$ cat src/verilog/oam_pkg.sv
// Shared constants and types for the OR/move instruction subset
package oam_pkg;

  localparam int OAM_DATA_W  = 8;
  localparam int OAM_INSTR_W = 12;
  localparam int OAM_ADDR_W  = 5;

  // Opcode patterns, compared against the top bits of the word
  localparam int                 OAM_LIT_OPC_W  = 4;
  localparam int                 OAM_REG_OPC_W  = 6;
  localparam logic [3:0]         OAM_OPC_OR_LIT   = 4'hD;
  localparam logic [3:0]         OAM_OPC_LOAD_LIT = 4'hC;
  localparam logic [5:0]         OAM_OPC_OR_REG   = 6'h04;
  localparam logic [5:0]         OAM_OPC_MOVE_REG = 6'h08;

  // Field positions
  localparam int OAM_LIT_LSB  = 0;
  localparam int OAM_ADDR_LSB = 0;
  localparam int OAM_DEST_BIT = 5;

  // Reset values
  localparam logic [7:0] OAM_ACC_RST  = 8'h00;
  localparam logic       OAM_ZERO_RST = 1'b0;

  typedef enum {
    OAM_OP_NONE,
    OAM_OP_OR_LIT,
    OAM_OP_OR_REG,
    OAM_OP_MOVE_REG,
    OAM_OP_LOAD_LIT
  } oam_op_e;

  typedef struct packed {
    logic [OAM_DATA_W-1:0] acc;
    logic                  zero;
    logic                  file_we;
    logic [OAM_ADDR_W-1:0] file_waddr;
    logic [OAM_DATA_W-1:0] file_wdata;
    logic                  done;
    logic                  unsupported;
  } oam_state_s;

endpackage

$ cat src/verilog/oam_dec_if.sv
// Decoded instruction fields passed from decoder to core
`timescale 1ns/1ps
interface oam_dec_if;
  import oam_pkg::*;

  logic [OAM_INSTR_W-1:0] instr;
  oam_op_e                op;
  logic [OAM_DATA_W-1:0]  literal;
  logic [OAM_ADDR_W-1:0]  addr;
  logic                   dest;

  modport dec  (input instr, output op, output literal, output addr, output dest);
  modport core (output instr, input op, input literal, input addr, input dest);
endinterface

$ cat src/verilog/oam_decode.sv
// Opcode and operand field decoder
`timescale 1ns/1ps
module oam_decode
  import oam_pkg::*;
(
  oam_dec_if.dec d
);

  logic [OAM_LIT_OPC_W-1:0] top_lit;
  logic [OAM_REG_OPC_W-1:0] top_reg;

  assign top_lit   = d.instr[OAM_INSTR_W-1 -: OAM_LIT_OPC_W];
  assign top_reg   = d.instr[OAM_INSTR_W-1 -: OAM_REG_OPC_W];
  // Full 0..255 literal, no sign extension
  assign d.literal = d.instr[OAM_LIT_LSB +: OAM_DATA_W];
  // Five-bit register select, registers 0..31
  assign d.addr    = d.instr[OAM_ADDR_LSB +: OAM_ADDR_W];
  assign d.dest    = d.instr[OAM_DEST_BIT];

  always_comb begin
    if (top_lit == OAM_OPC_OR_LIT) begin
      d.op = OAM_OP_OR_LIT;
    end else if (top_lit == OAM_OPC_LOAD_LIT) begin
      d.op = OAM_OP_LOAD_LIT;
    end else if (top_reg == OAM_OPC_OR_REG) begin
      d.op = OAM_OP_OR_REG;
    end else if (top_reg == OAM_OPC_MOVE_REG) begin
      d.op = OAM_OP_MOVE_REG;
    end else begin
      d.op = OAM_OP_NONE;
    end
  end

endmodule // oam_decode

$ cat src/verilog/oam_core.sv
// Execute logic for OR-literal, OR-register, move-register, load-literal
`timescale 1ns/1ps
module oam_core
  import oam_pkg::*;
(
  input  wire logic                   ref_clk,
  input  wire logic                   rst_n,
  input  wire logic                   instr_valid,
  input  wire logic [OAM_INSTR_W-1:0] instr,
  output      logic [OAM_ADDR_W-1:0]  file_raddr,
  input  wire logic [OAM_DATA_W-1:0]  file_rdata,
  output      logic                   file_we,
  output      logic [OAM_ADDR_W-1:0]  file_waddr,
  output      logic [OAM_DATA_W-1:0]  file_wdata,
  output      logic [OAM_DATA_W-1:0]  acc,
  output      logic                   zero_flag,
  output      logic                   instr_done,
  output      logic                   instr_unsupported
);

  oam_dec_if  dif ();
  oam_state_s st_q;
  oam_state_s st_d;

  logic [OAM_DATA_W-1:0] result;

  assign dif.instr = instr;

  oam_decode u_decode (
    .d (dif.dec)
  );

  // Register read is combinational so the operand is ready in the same cycle
  assign file_raddr = dif.addr;

  always_comb begin
    st_d             = st_q;
    st_d.file_we     = 1'b0;
    st_d.done        = 1'b0;
    st_d.unsupported = 1'b0;
    result           = '0;
    if (instr_valid) begin
      st_d.done = 1'b1;
      unique case (dif.op)
        OAM_OP_OR_LIT: begin
          result    = st_q.acc | dif.literal;
          st_d.acc  = result;
          st_d.zero = (result == '0);
        end
        OAM_OP_OR_REG: begin
          result    = st_q.acc | file_rdata;
          st_d.zero = (result == '0);
          if (dif.dest) begin
            st_d.file_we    = 1'b1;
            st_d.file_waddr = dif.addr;
            st_d.file_wdata = result;
          end else begin
            st_d.acc = result;
          end
        end
        OAM_OP_MOVE_REG: begin
          result    = file_rdata;
          st_d.zero = (result == '0);
          if (dif.dest) begin
            st_d.file_we    = 1'b1;
            st_d.file_waddr = dif.addr;
            st_d.file_wdata = result;
          end else begin
            st_d.acc = result;
          end
        end
        OAM_OP_LOAD_LIT: begin
          st_d.acc = dif.literal;
        end
        OAM_OP_NONE: begin
          st_d.done        = 1'b0;
          st_d.unsupported = 1'b1;
        end
      endcase
    end
  end

  always_ff @(posedge ref_clk) begin
    if (!rst_n) begin
      st_q             <= '0;
      st_q.acc         <= OAM_ACC_RST;
      st_q.zero        <= OAM_ZERO_RST;
    end else begin
      st_q <= st_d;
    end
  end

  assign acc               = st_q.acc;
  assign zero_flag         = st_q.zero;
  assign file_we           = st_q.file_we;
  assign file_waddr        = st_q.file_waddr;
  assign file_wdata        = st_q.file_wdata;
  assign instr_done        = st_q.done;
  assign instr_unsupported = st_q.unsupported;

  // Local copies of the decode for the checks below
  oam_op_e               chk_op;
  logic [OAM_DATA_W-1:0] chk_lit;
  logic [OAM_ADDR_W-1:0] chk_addr;
  logic                  chk_dest;

  assign chk_op   = dif.op;
  assign chk_lit  = dif.literal;
  assign chk_addr = dif.addr;
  assign chk_dest = dif.dest;

  // Issue strobes as the core sees them; a reset edge executes nothing
  logic                  chk_take;
  logic                  chk_supported;
  logic                  chk_wb;

  assign chk_take      = rst_n && instr_valid;
  assign chk_supported = chk_take && chk_op != OAM_OP_NONE;
  assign chk_wb        = chk_take && chk_dest
                         && (chk_op == OAM_OP_OR_REG || chk_op == OAM_OP_MOVE_REG);
endmodule // oam_core

$ cat config.mk
export PLATFORM = sky130hd
export DESIGN_NAME = oam_core
export DESIGN_NICKNAME = d
export VERILOG_FILES = /design/src/verilog/oam_pkg.sv /design/src/verilog/oam_dec_if.sv /design/src/verilog/oam_decode.sv /design/src/verilog/oam_core.sv
export SDC_FILE = /design/constraint.sdc
export NUM_CORES = 1
export LEC_CHECK = 0
export BUFFER_PORTS_ARGS = -buffer_cell sky130_fd_sc_hd__buf_2
export CAP_MARGIN = 30
export CORE_ASPECT_RATIO = 1.75
export CORE_MARGIN = 2
export CORE_UTILIZATION = 42
export DETAILED_ROUTE_END_ITERATION = 6
export GPL_TIMING_DRIVEN = 1
export PLACE_DENSITY = 0.75
export SETUP_SLACK_MARGIN = 0.4
export SYNTH_ARGS = -nofsm -noshare
export SYNTH_HDL_FRONTEND = slang
export SYNTH_SLANG_ARGS = --single-unit
export TNS_END_PERCENT = 100
$ cat constraint.sdc
create_clock -name ref_clk -period 1.9 [get_ports ref_clk]
set_clock_uncertainty 0.2 [all_clocks]
set_input_delay 0.38 -clock ref_clk [delete_from_list [all_inputs] [get_ports ref_clk]]
set_output_delay 0.38 -clock ref_clk [all_outputs]
set_load 0.03 [all_outputs]
==> After elaboration in Yosys (flattened, before gate mapping) <==
Index checks and enable logic that the tools add are counted.
{ "classes": {"reduce_logical": 11, "n_eq_ne": 12, "n_mux": 12, "bitwise_logic": 2} }
{ "op_table": {"columns": ["cell", "count"], "rows": [
  ["$mux W32", 3],
  ["$eq A32 B2 Y1 const B", 2],
  ["$eq A32 B1 Y1 const B", 1],
  ["$eq A32 B3 Y1 const B", 1],
  ["$logic_not A32 Y1", 1],
  ["$pmux W8 S4", 1],
  ["$mux W14", 2],
  ["$pmux W14 S2", 1],
  ["$logic_not A8 Y1", 3],
  ["$mux W8", 2],
  ["$or A8 B8 Y8", 2],
  ["$eq A4 B4 Y1 const B", 2],
  ["$ne A2 B2 Y1 const B", 4],
  ["$reduce_and A4 Y1", 2],
  ["$eq A6 B3 Y1 const B", 1],
  ["$eq A6 B4 Y1 const B", 1],
  ["$mux W2", 2],
  ["$reduce_and A2 Y1", 2],
  ["$reduce_bool A4 Y1", 1],
  ["$pmux W1 S3", 1],
  ["$reduce_bool A3 Y1", 1],
  ["$reduce_bool A2 Y1", 1]
]} }
{ "totals": {"input_bits": 23, "ff_bits": 25, "word_cells": 44} }

==> Logic depth before layout (Yosys ltp) <==
Gate-level depths: netlist (run 1).
{ "depth": {"depth_word": 8, "depth_mapped": 5, "mapped_depth_nobuf": 4} }

==> Hierarchy <==
A second synthesis (run 1) with hierarchy kept.
{ "unflattened": {"hier_cells": 197, "area_unflattened_um2": 1695.4} }
{ "modules_own_cells": {"columns": ["mod", "cells_each", "n_inst", "seq_area_each_um2", "area_each_um2"], "rows": [
  ["oam_core", 145, 1, 500.5, 1321.3],
  ["oam_decode", 52, 1, 0.0, 374.1]
]} }

==> Worst setup path after synthesis (run 1) <==
No wires, ideal clock.
{ "synth_path": {"kind": "register -> register", "start": "register, netlist name acc[1]", "end": "register st_q (netlist bit zero_flag)", "t_arrival_ps": 1701, "stages_incl_launch_ff": 4, "period_less_slack_ps": 1992, "setup_ps": 91, "setup_slack_ps": -92, "path_cell_list": "dfxtp_1 or4_4 or4_1 a311oi_1"} }
{ "synth_between": {"elab_chain_len": 3, "word_cells_on_any_way": 5, "classes_between": "1 x mux; 2 x bitwise; 2 x reduce/logical"} }
{ "synth_rtl": {"columns": ["item", "line", "source"], "rows": [
  ["$or A8 B8 Y8, on equally long branches", "oam_core.sv:51, oam_core.sv:46", null],
  ["$logic_not A8 Y1, on equally long branches", "oam_core.sv:52, oam_core.sv:48", null],
  ["$pmux W1 S3 (*)", "oam_core.sv:44", "unique case (dif.op)"],
  ["end signal, assigned", "oam_core.sv:89", "st_q <= st_d;"],
  ["end, declared", "oam_core.sv:22", "oam_state_s st_q;"]
]} }
Every way passes the cells marked *; elsewhere a longest branch is shown, timed or not.
A chain may end at the register's enable or synchronous reset.

==> Worst setup path after layout (run 1) <==
{ "layout_path": {"start": "register, netlist name acc[1]", "end": "register st_q (netlist bit zero_flag)"} }
{ "layout_between": {"elab_chain_len": 3, "word_cells_on_any_way": 5, "classes_between": "1 x mux; 2 x bitwise; 2 x reduce/logical"} }
{ "layout_rtl": {"columns": ["item", "line"], "rows": [
  ["$or A8 B8 Y8, on equally long branches", "oam_core.sv:51, oam_core.sv:46"],
  ["$logic_not A8 Y1, on equally long branches", "oam_core.sv:52, oam_core.sv:48"],
  ["$pmux W1 S3 (*)", "oam_core.sv:44"]
]} }
Marked as above.

==> impl_metrics.toml, run 1 <==
[run_status]
status = "complete, no violations"

[global_route]
antenna_found_initial = 0
grt_max_degree = 15
grt-busiest-layer = "met2"
grtUsageTotal_pct = 27.9
use_met2_pct = 52.5
grt_pass1_vias = 1412
grt_util_met3_pct = 3.08
grt_pass1_wl_um = 6790
gr-total-overflow = 0
use_met1_pct = 29.3

[drt]
antenna_left = 0
finalWirelength_um = 4270
vias = 1368
drt-initial-drc-count = 39
dr.pass1.iters = 4
avgRoutedWirePerCell_um = 17.8
drc = 0
post_drt_via_cell_ratio = 5.72

[hold_path]
hp-start = "rst_n"
min_path_type = "input pin to flip-flop"
holdPathStages = 3
worstHoldEndpoint = "file_wdata[1]$_SDFFE_PN0P_"

[yosys]
syn-num-nets = 157
synthAdderAreaFrac_pct = 0
synth_top_family_by_area = "simple AND/OR/NAND/NOR gates"
synth_top_area_share_pct = 40.9
synthMuxAreaShare_pct = 9.00
synth_seq_cells = 25
yosysSeqAreaShare_pct = 40.9
synth_xor_xnor_area_share_pct = 1.33
avgSynthCellArea_um2 = 9.13
synth-compound-area-share_pct = 20.8
synthSimpleGateAreaFrac_pct = 22.0
syn_area_um2 = 1220
synth_largest_area_cell = "dfxtp_1"
yosys_warnings = 0
synth_edf_count = 0
synth_area_leaders = "dfxtp_1, o2bb2ai_1, mux2i_1"
yosysUniqueCellTypes = 29
syn_inst = 134
synthFlopType = "dfxtp_1"
async_flop_share_pct = 0

[placement]
dpl_cell_area_um2 = 1690
gp_routability_congestion = 1.01
hpwl_um = 3030
numPortBuffers = 52
place_inst = 228

[final_layout]
seqCellArea_um2 = 515
multi_input_area_um2 = 857
fillers = 176
post-route-cell-area_um2 = 2140
final_cells = 239
final_util_pct = 77.9
layout_commonest_cell = "buf_2"
area_growth_pct = 75.2
drive_gt1_share_pct = 63.7
nNetsFinal = 236
most-common-layout-cells = "buf_2, buf_4, dfxtp_1"
num_antenna_cells = 0

[timing]
whs_ps = 192
timing.final.crit_period_ps = 1830
worst_slew_pin_slew_ps = 419
report.final.setup_viol = 0
max_freq_ghz = 0.547
grt_setup_unrepaired = "true"
slew_headroom_pct = 71.8
period_share_pct = 96.3
final-hold-violation-count = 0
final_max_slew_viol_count = 0

[clock_network]
clock-sinks = 25
clk_pin_slew_worst_paths_ps = 90
cts_buffers = 3
root_buffer = "clkbuf_8"
clk-insertion-delay-late_ps = 270
clockBufferDepth = 2
cts_tree = "yes"
h-tree-depth = 1
holdBufCountCts = 0

[floorplanning]
fp.dieH_um = 75.4
pin_count = 53
die-area_um2 = 3380
die_x_um = 44.8
core_area_um2 = 2750
initial_core_util_pct = 44.5
rows = 25

[critical_path]
cp-start-kind = "flip-flop"
rr_endpoint = "zero_flag$_SDFFE_PN0P_"
crit_type = "flip-flop to flip-flop"
setup.worst_path.end_class = "flip-flop"
reg2reg_depth = 3
rr_startpoint = "acc[1]$_SDFFE_PN0P_"
arrival_ps = 1820
critPathMaxFanout = 2
critPathRequiredTime_ps = 1890
rrSetupSlack_ps = 70

[flow_run]
cap_violations = 0

[power]
p_leak_uw = 0.000891
vdd_drop_max_mv = 0.479
powerDensity_nw_per_um2 = 510
sequential cells by signal, summed over array words and instances (netlist names):
| register | cells |
|---|---|
| file_waddr | 5 |
| instr_unsupported | 1 |
| zero_flag | 1 |
| instr_done | 1 |
| file_we | 1 |
| file_wdata | 8 |
| acc | 8 |
cell families (layout without fill, tap and decap cells):
| group | after synthesis | count (layout) |
|---|---|---|
| compound gates | 36 | 36 |
| xor+xnor | 1 | 1 |
| buf+inv | 13 | 91 |
| flops | 25 | 25 |
| mux | 11 | 11 |
| simple gates | 48 | 48 |
routing by layer:
layer	vias up	share of wire (%)
met5	-	0
met4	0	4.6
met3	17	6.2
met2	69	56
met1	635	33
li1	647	-
cell usage after synthesis (3+ instances only):
cell type	number
dfxtp_1	25
o2bb2ai_1	15
a21oi_1	14
nor2_1	14
mux2i_1	11
buf_4	6
nand2b_1	6
nand3_1	6
nor3_1	4
nor4_1	4
clkbuf_1	3
nand2_1	3
power by group:
part	total (µW)	internal, µW	switching (µW)
combinational	245	106	139
clock	314	147	167
sequential	535	530	4.71
critical path, stage by stage, from the launching register on:
cell and delay, ps:
dfxtp_4 350, or4_4 520, or4_4 490, a311oi_2 200
metrics by stage:
step / setup TNS [ps] / power, µW / setup slack [ps]
4_1_cts: 0 / 1070 / 67.4
5_1_grt: 0 / 1130 / 30.2
3_3_place_gp: -1800 / 744 / -139
3_5_place_dp: -2270 / 747 / -172
2_1_floorplan: 0 / 649 / 24.5
6_report: 0 / 1090 / 70.9
worst max-delay path by stage:
stage | from | end | slack, ps
floorplan | acc[7]$_SDFFE_PN0P_ | zero_flag$_SDFFE_PN0P_ | 20
global placement | instr[7] | zero_flag$_SDFFE_PN0P_ | -140
detailed placement | instr[7] | zero_flag$_SDFFE_PN0P_ | -170
CTS | acc[1]$_SDFFE_PN0P_ | zero_flag$_SDFFE_PN0P_ | 70
global route | acc[1]$_SDFFE_PN0P_ | zero_flag$_SDFFE_PN0P_ | 30
finish | acc[1]$_SDFFE_PN0P_ | zero_flag$_SDFFE_PN0P_ | 70
cell type report:
class                   count  area share (%)
inverters                   2           0.350
clock inverters             1           0.234
multi-input cells          96            40.0
clock buffers               3            1.93
flip-flops and latches     25            24.1
repair buffers             85            31.9
well taps                  27            1.58
timing repair:
| action | in CTS | in global routing |
|---|---|---|
| setup endpoints to repair | 26 | 30 |
| pin swaps | 15 | 9 |
| cloned | 3 | 0 |
| gates resized for setup | 34 | 32 |
| setup buffers | 4 | 0 |
Note: power is estimated with default switching activity, not from simulation.
==> run 2: changes to the inputs <==
--- a/config.mk
+++ b/config.mk
@@ -14,5 +14,4 @@
 export GPL_TIMING_DRIVEN = 1
 export PLACE_DENSITY = 0.75
-export SETUP_SLACK_MARGIN = 0.4
 export SYNTH_ARGS = -nofsm -noshare
 export SYNTH_HDL_FRONTEND = slang
==> constraint.sdc (replaced) <==
create_clock -name ref_clk -period 1.9 [get_ports ref_clk]
set_clock_uncertainty 0.2 [all_clocks]
set_input_delay 0.095 -clock ref_clk [delete_from_list [all_inputs] [get_ports ref_clk]]
set_output_delay 0.095 -clock ref_clk [all_outputs]
set_load 0.03 [all_outputs]
==> run 2 against run 1 <==
  * Flip-flop and latch count did not move
  * Critical endpoint unchanged
  * Non-clock buffer count decreased by 10
  * Sequential power hardly changed
  * Worst hold slack got worse by 140 ps
  * Wire length down 18%
  * Fmax up 0.20%
  * Critical path depth did not move
  * Global-route usage is 5.5 points lower
  * Critical path type unchanged
  * Register-to-register slack about the same
  * Core utilization fell by 14 points
  * Die area did not move
==> impl_metrics.toml, run 2 (synthesis results as in run 1) <==
[run_status]
status = "complete, no violations"

[critical_path]
slowest_delay_ps = 530
cpLargestDelayFamily = "simple AND/OR/NAND/NOR gates"
cp.depth = 3
path_cells = "or4_4, or4_1, a311oi_1"
arrival_ps = 1820
critPathMaxFanout = 2
setup.worst_path.end_class = "flip-flop"
cp-start-kind = "flip-flop"
reg2reg_depth = 3
critPathRequiredTime_ps = 1890
cp_num_buf_inv = 0
crit_type = "flip-flop to flip-flop"
crit_slowest_cell = "or4_4"

[clock_network]
h-tree-depth = 1
clock-sinks = 25
post_cts_buffers = 0
clk-insertion-delay-late_ps = 280
clk_pin_slew_worst_paths_ps = 90
root_buffer = "clkbuf_8"
cts_buffers = 3
clockBufferDepth = 2
cts_tree = "yes"

[final_layout]
nNetsFinal = 226
layout_commonest_cell = "buf_2"
num_antenna_cells = 0
post-route-cell-area_um2 = 1760
drive_gt1_share_pct = 36.6
most-common-layout-cells = "buf_2, dfxtp_1, dlygate4sd3_1"
area_growth_pct = 43.6
final_cells = 229

[floorplanning]
rows = 25
die_x_um = 44.8
fp.dieH_um = 75.4
initial_core_util_pct = 44.5
die-area_um2 = 3380
core_area_um2 = 2750
pin_count = 53

[drt]
finalWirelength_um = 3500
drt-initial-drc-count = 35
dr.pass1.iters = 4
avgRoutedWirePerCell_um = 15.3
post_drt_via_cell_ratio = 5.61
drc = 0
antenna_left = 0
vias = 1284

[placement]
numPortBuffers = 52
dpl_cell_area_um2 = 1500
gp_routability_congestion = 0.964
hpwl_um = 2600
place_inst = 205

[timing]
grt_setup_unrepaired = "false"
final-hold-violation-count = 0
max_freq_ghz = 0.548
worst_slew_pin_slew_ps = 632
period_share_pct = 96.1
slew_headroom_pct = 57.8
report.final.setup_viol = 0
timing.final.crit_period_ps = 1830
tns_ps = 0
final_max_slew_viol_count = 0

[global_route]
grt_max_degree = 22
grt_pass1_vias = 1209
grtUsageTotal_pct = 22.4
antenna_found_initial = 0
gr-total-overflow = 0
grt_pass1_wl_um = 5550

[power]
vdd_drop_max_mv = 0.490
p_leak_uw = 0.000749
powerDensity_nw_per_um2 = 605

[hold_path]
min_path_type = "input pin to flip-flop"
holdPathStages = 3

[flow_run]
cap_violations = 0
## run 2: worst paths after layout
| kind | start | slack [ps] | to |
|---|---|---|---|
| hold reg to reg | file_wdata[7]$_SDFFE_PN0P_ | 280 | file_wdata[7]$_SDFFE_PN0P_ |
| setup / recovery | acc[6]$_SDFFE_PN0P_ | 70 | zero_flag$_SDFFE_PN0P_ |
| setup reg to reg | acc[6]$_SDFFE_PN0P_ | 70 | zero_flag$_SDFFE_PN0P_ |
| hold / removal | instr[9] | 50 | file_we$_SDFF_PN0_ |
## run 2: worst min-delay path: stages
cell     delay [ps]
buf_2           140
xnor2_2         190
nor4_1           60
## run 2: repair_timing
item	4_1_cts	5_1_grt
endpoints found under the hold margin	20	0
pin swaps	1	1
hold buffers	20	0
gates resized for setup	0	3
endpoints found under the setup margin	1	1
## run 2: stage by stage
| stage | power (µW) | setup slack (ps) | util (%) | hold slack (ps) |
|---|---|---|---|---|
| floorplan | 647 | 8.84 | - | 33.4 |
| global placement | 708 | 43.7 | 54.3 | 185 |
| detailed placement | 711 | 4.98 | 54.3 | 196 |
| CTS | 1060 | 22.1 | 63.3 | 45.8 |
| global route | 1110 | 9.73 | 63.8 | 88.7 |
| finish | 1060 | 74.6 | 63.8 | 49.4 |
## run 2: layer usage
| layer | GRT usage, % | wire (µm) | vias up |
|---|---|---|---|
| met4 | 8.82 | 85 | 0 |
| li1 | - | - | 627 |
| met3 | 2.13 | 148 | 11 |
| met1 | 23.1 | 1300 | 598 |
| met5 | 0 | 0 | - |
| met2 | 44.1 | 1960 | 48 |
## run 2: where the power goes
group | switching (µW) | total [µW] | leakage [µW] | internal [µW]
logic | 110 | 197 | 0.000518 | 86.8
registers | 5.91 | 537 | 0.000205 | 531
clock network | 178 | 328 | 0.0000260 | 150
## run 2: final cells by class
cell class | count | area, µm²
fill | 238 | 996
multi-input combinational | 96 | 663
sequential | 25 | 509
timing repair buffer | 75 | 495
clock buffer | 3 | 41.3
tap | 27 | 33.8
inverter | 2 | 7.51
clock inverter | 1 | 6.26
==> run 3: changes to the inputs <==
Settings changed: CORE_ASPECT_RATIO 1.75 to unset.
==> run 3 against run 2 <==
  * Core utilization rose by 0.066 points
  * Count of clock-buffer cells in the layout stayed put
  * First-iteration DRC count decreased by 31%
  * Critical path type unchanged
  * Largest cell class unchanged
  * Power fell by 7.5%
  * Global-route usage is 0.62 points lower
==> impl_metrics.toml, run 3 (synthesis results as in run 1) <==
[run_status]
status = "complete, no violations"

[floorplanning]
initial_core_util_pct = 44.4
pin_count = 53
rows = 19
die-area_um2 = 3360
core_area_um2 = 2760
die_x_um = 58.0
fp.dieH_um = 58.0

[drt]
vias = 1275
dr.pass1.iters = 5
drc = 0
post_drt_via_cell_ratio = 5.43
finalWirelength_um = 3390
drt-initial-drc-count = 24
antenna_left = 0
avgRoutedWirePerCell_um = 14.4

[global_route]
grt_pass1_vias = 1244
grt_pass1_wl_um = 5710
gr-total-overflow = 0
grtUsageTotal_pct = 21.7
antenna_found_initial = 0
grt_max_degree = 22

[timing]
tns_ps = 0
grt_setup_unrepaired = "false"
slew_headroom_pct = 58.3
timing.final.crit_period_ps = 1870
worst_slew_pin_slew_ps = 624
final_max_slew_viol_count = 0
max_freq_ghz = 0.535
period_share_pct = 98.5
final-hold-violation-count = 0
report.final.setup_viol = 0

[critical_path]
setup.worst_path.end_class = "flip-flop"
cp-start-kind = "flip-flop"
cp_num_buf_inv = 0
critPathMaxFanout = 3
crit_type = "flip-flop to flip-flop"
slowest_delay_ps = 530
crit_slowest_cell = "or4_4"
path_cells = "or4_4, or4_4, a311oi_2"
crit_top_cell = "or4_4"
critPathRequiredTime_ps = 1940
arrival_ps = 1910
cpLargestDelayFamily = "simple AND/OR/NAND/NOR gates"

[final_layout]
layout_commonest_cell = "buf_2"
final_util_pct = 63.9
nNetsFinal = 228
area_growth_pct = 44.0
num_antenna_cells = 0
drive_gt1_share_pct = 36.8
fillers = 234
most-common-layout-cells = "buf_2, dlygate4sd3_1, dfxtp_1"

[clock_network]
h-tree-depth = 1
clockBufferDepth = 2
clk-insertion-delay-late_ps = 320
cts_buffers = 3
root_buffer = "clkbuf_4"
clk_pin_slew_worst_paths_ps = 130
cts_tree = "yes"
clock-sinks = 25

[hold_path]
min_path_type = "input pin to flip-flop"

[placement]
numPortBuffers = 52
gp_routability_congestion = 0.910
hpwl_um = 2410

[power]
powerDensity_nw_per_um2 = 557
p_leak_uw = 0.000754
vdd_drop_max_mv = 0.549
p_total_uw = 982

[flow_run]
cap_violations = 0
## run 3: cell types whose count changed in the layout (fill, tap and decap cells not counted), sizes merged
| cell | previous run | this run |
|---|---|---|
| buf | 55 | 56 |
| dlygate4sd3 | 20 | 21 |
## run 3: metal layers
metal / vias up / GRT usage, % / share of wire, %
met5: - / 0 / 0
met4: 0 / 7.31 / 1.1
met3: 5 / 3.35 / 5.5
met2: 48 / 37.8 / 50
met1: 590 / 27.4 / 43
li1: 632 / - / -
## run 3: area by class of cell
class / count / area (µm²) / share of cell area [%]
Clock buffer: 3 / 22.5 / 1.28
Clock inverter: 1 / 6.26 / 0.355
Inverter: 2 / 7.51 / 0.426
Multi-Input combinational cell: 96 / 664 / 37.7
Sequential cell: 25 / 509 / 28.9
Tap cell: 31 / 38.8 / 2.20
Timing Repair Buffer: 77 / 513 / 29.1
## run 3: stage by stage
step | cell area, µm² | std cells | setup slack (ps) | hold WS, ps
finish | 1760 | 235 | 29.3 | 23.2
global route | 1760 | 235 | 3.90 | 31.2
CTS | 1730 | 233 | 1.67 | 18.0
detailed placement | 1490 | 208 | 30.4 | 194
global placement | 1490 | 208 | 61.5 | 182
floorplan | 1230 | 134 | 8.84 | 33.4
## run 3: tightest hold or removal path, delay by kind of cell
family,cells,cell delay (ps)
buf+inv,1,110
simple gates,2,310
## run 3: power by group
| group | total, µW | internal [µW] | switching [µW] |
|---|---|---|---|
| Clock | 244 | 82.1 | 162 |
| Combinational | 201 | 88.7 | 112 |
| Sequential | 537 | 532 | 5.47 |
| Total | 982 | 702 | 280 |
## run 3: what timing repair did
item                       4_1_cts  5_1_grt
setup buffers                    0        2
resized for setup                0        3
hold buffers                    21        0
hold endpoints to repair        24        0
setup endpoints to repair        0        2
## run 3: path summary, 6_finish.rpt
check	start	slack (ps)	to	depth (start not counted)
max	acc[1]$_SDFFE_PN0P_	30	zero_flag$_SDFFE_PN0P_	3
min	instr[11]	20	instr_unsupported$_SDFF_PN0_	3
max reg2reg	acc[1]$_SDFFE_PN0P_	30	zero_flag$_SDFFE_PN0P_	3
min reg2reg	file_wdata[4]$_SDFFE_PN0P_	280	file_wdata[4]$_SDFFE_PN0P_	2
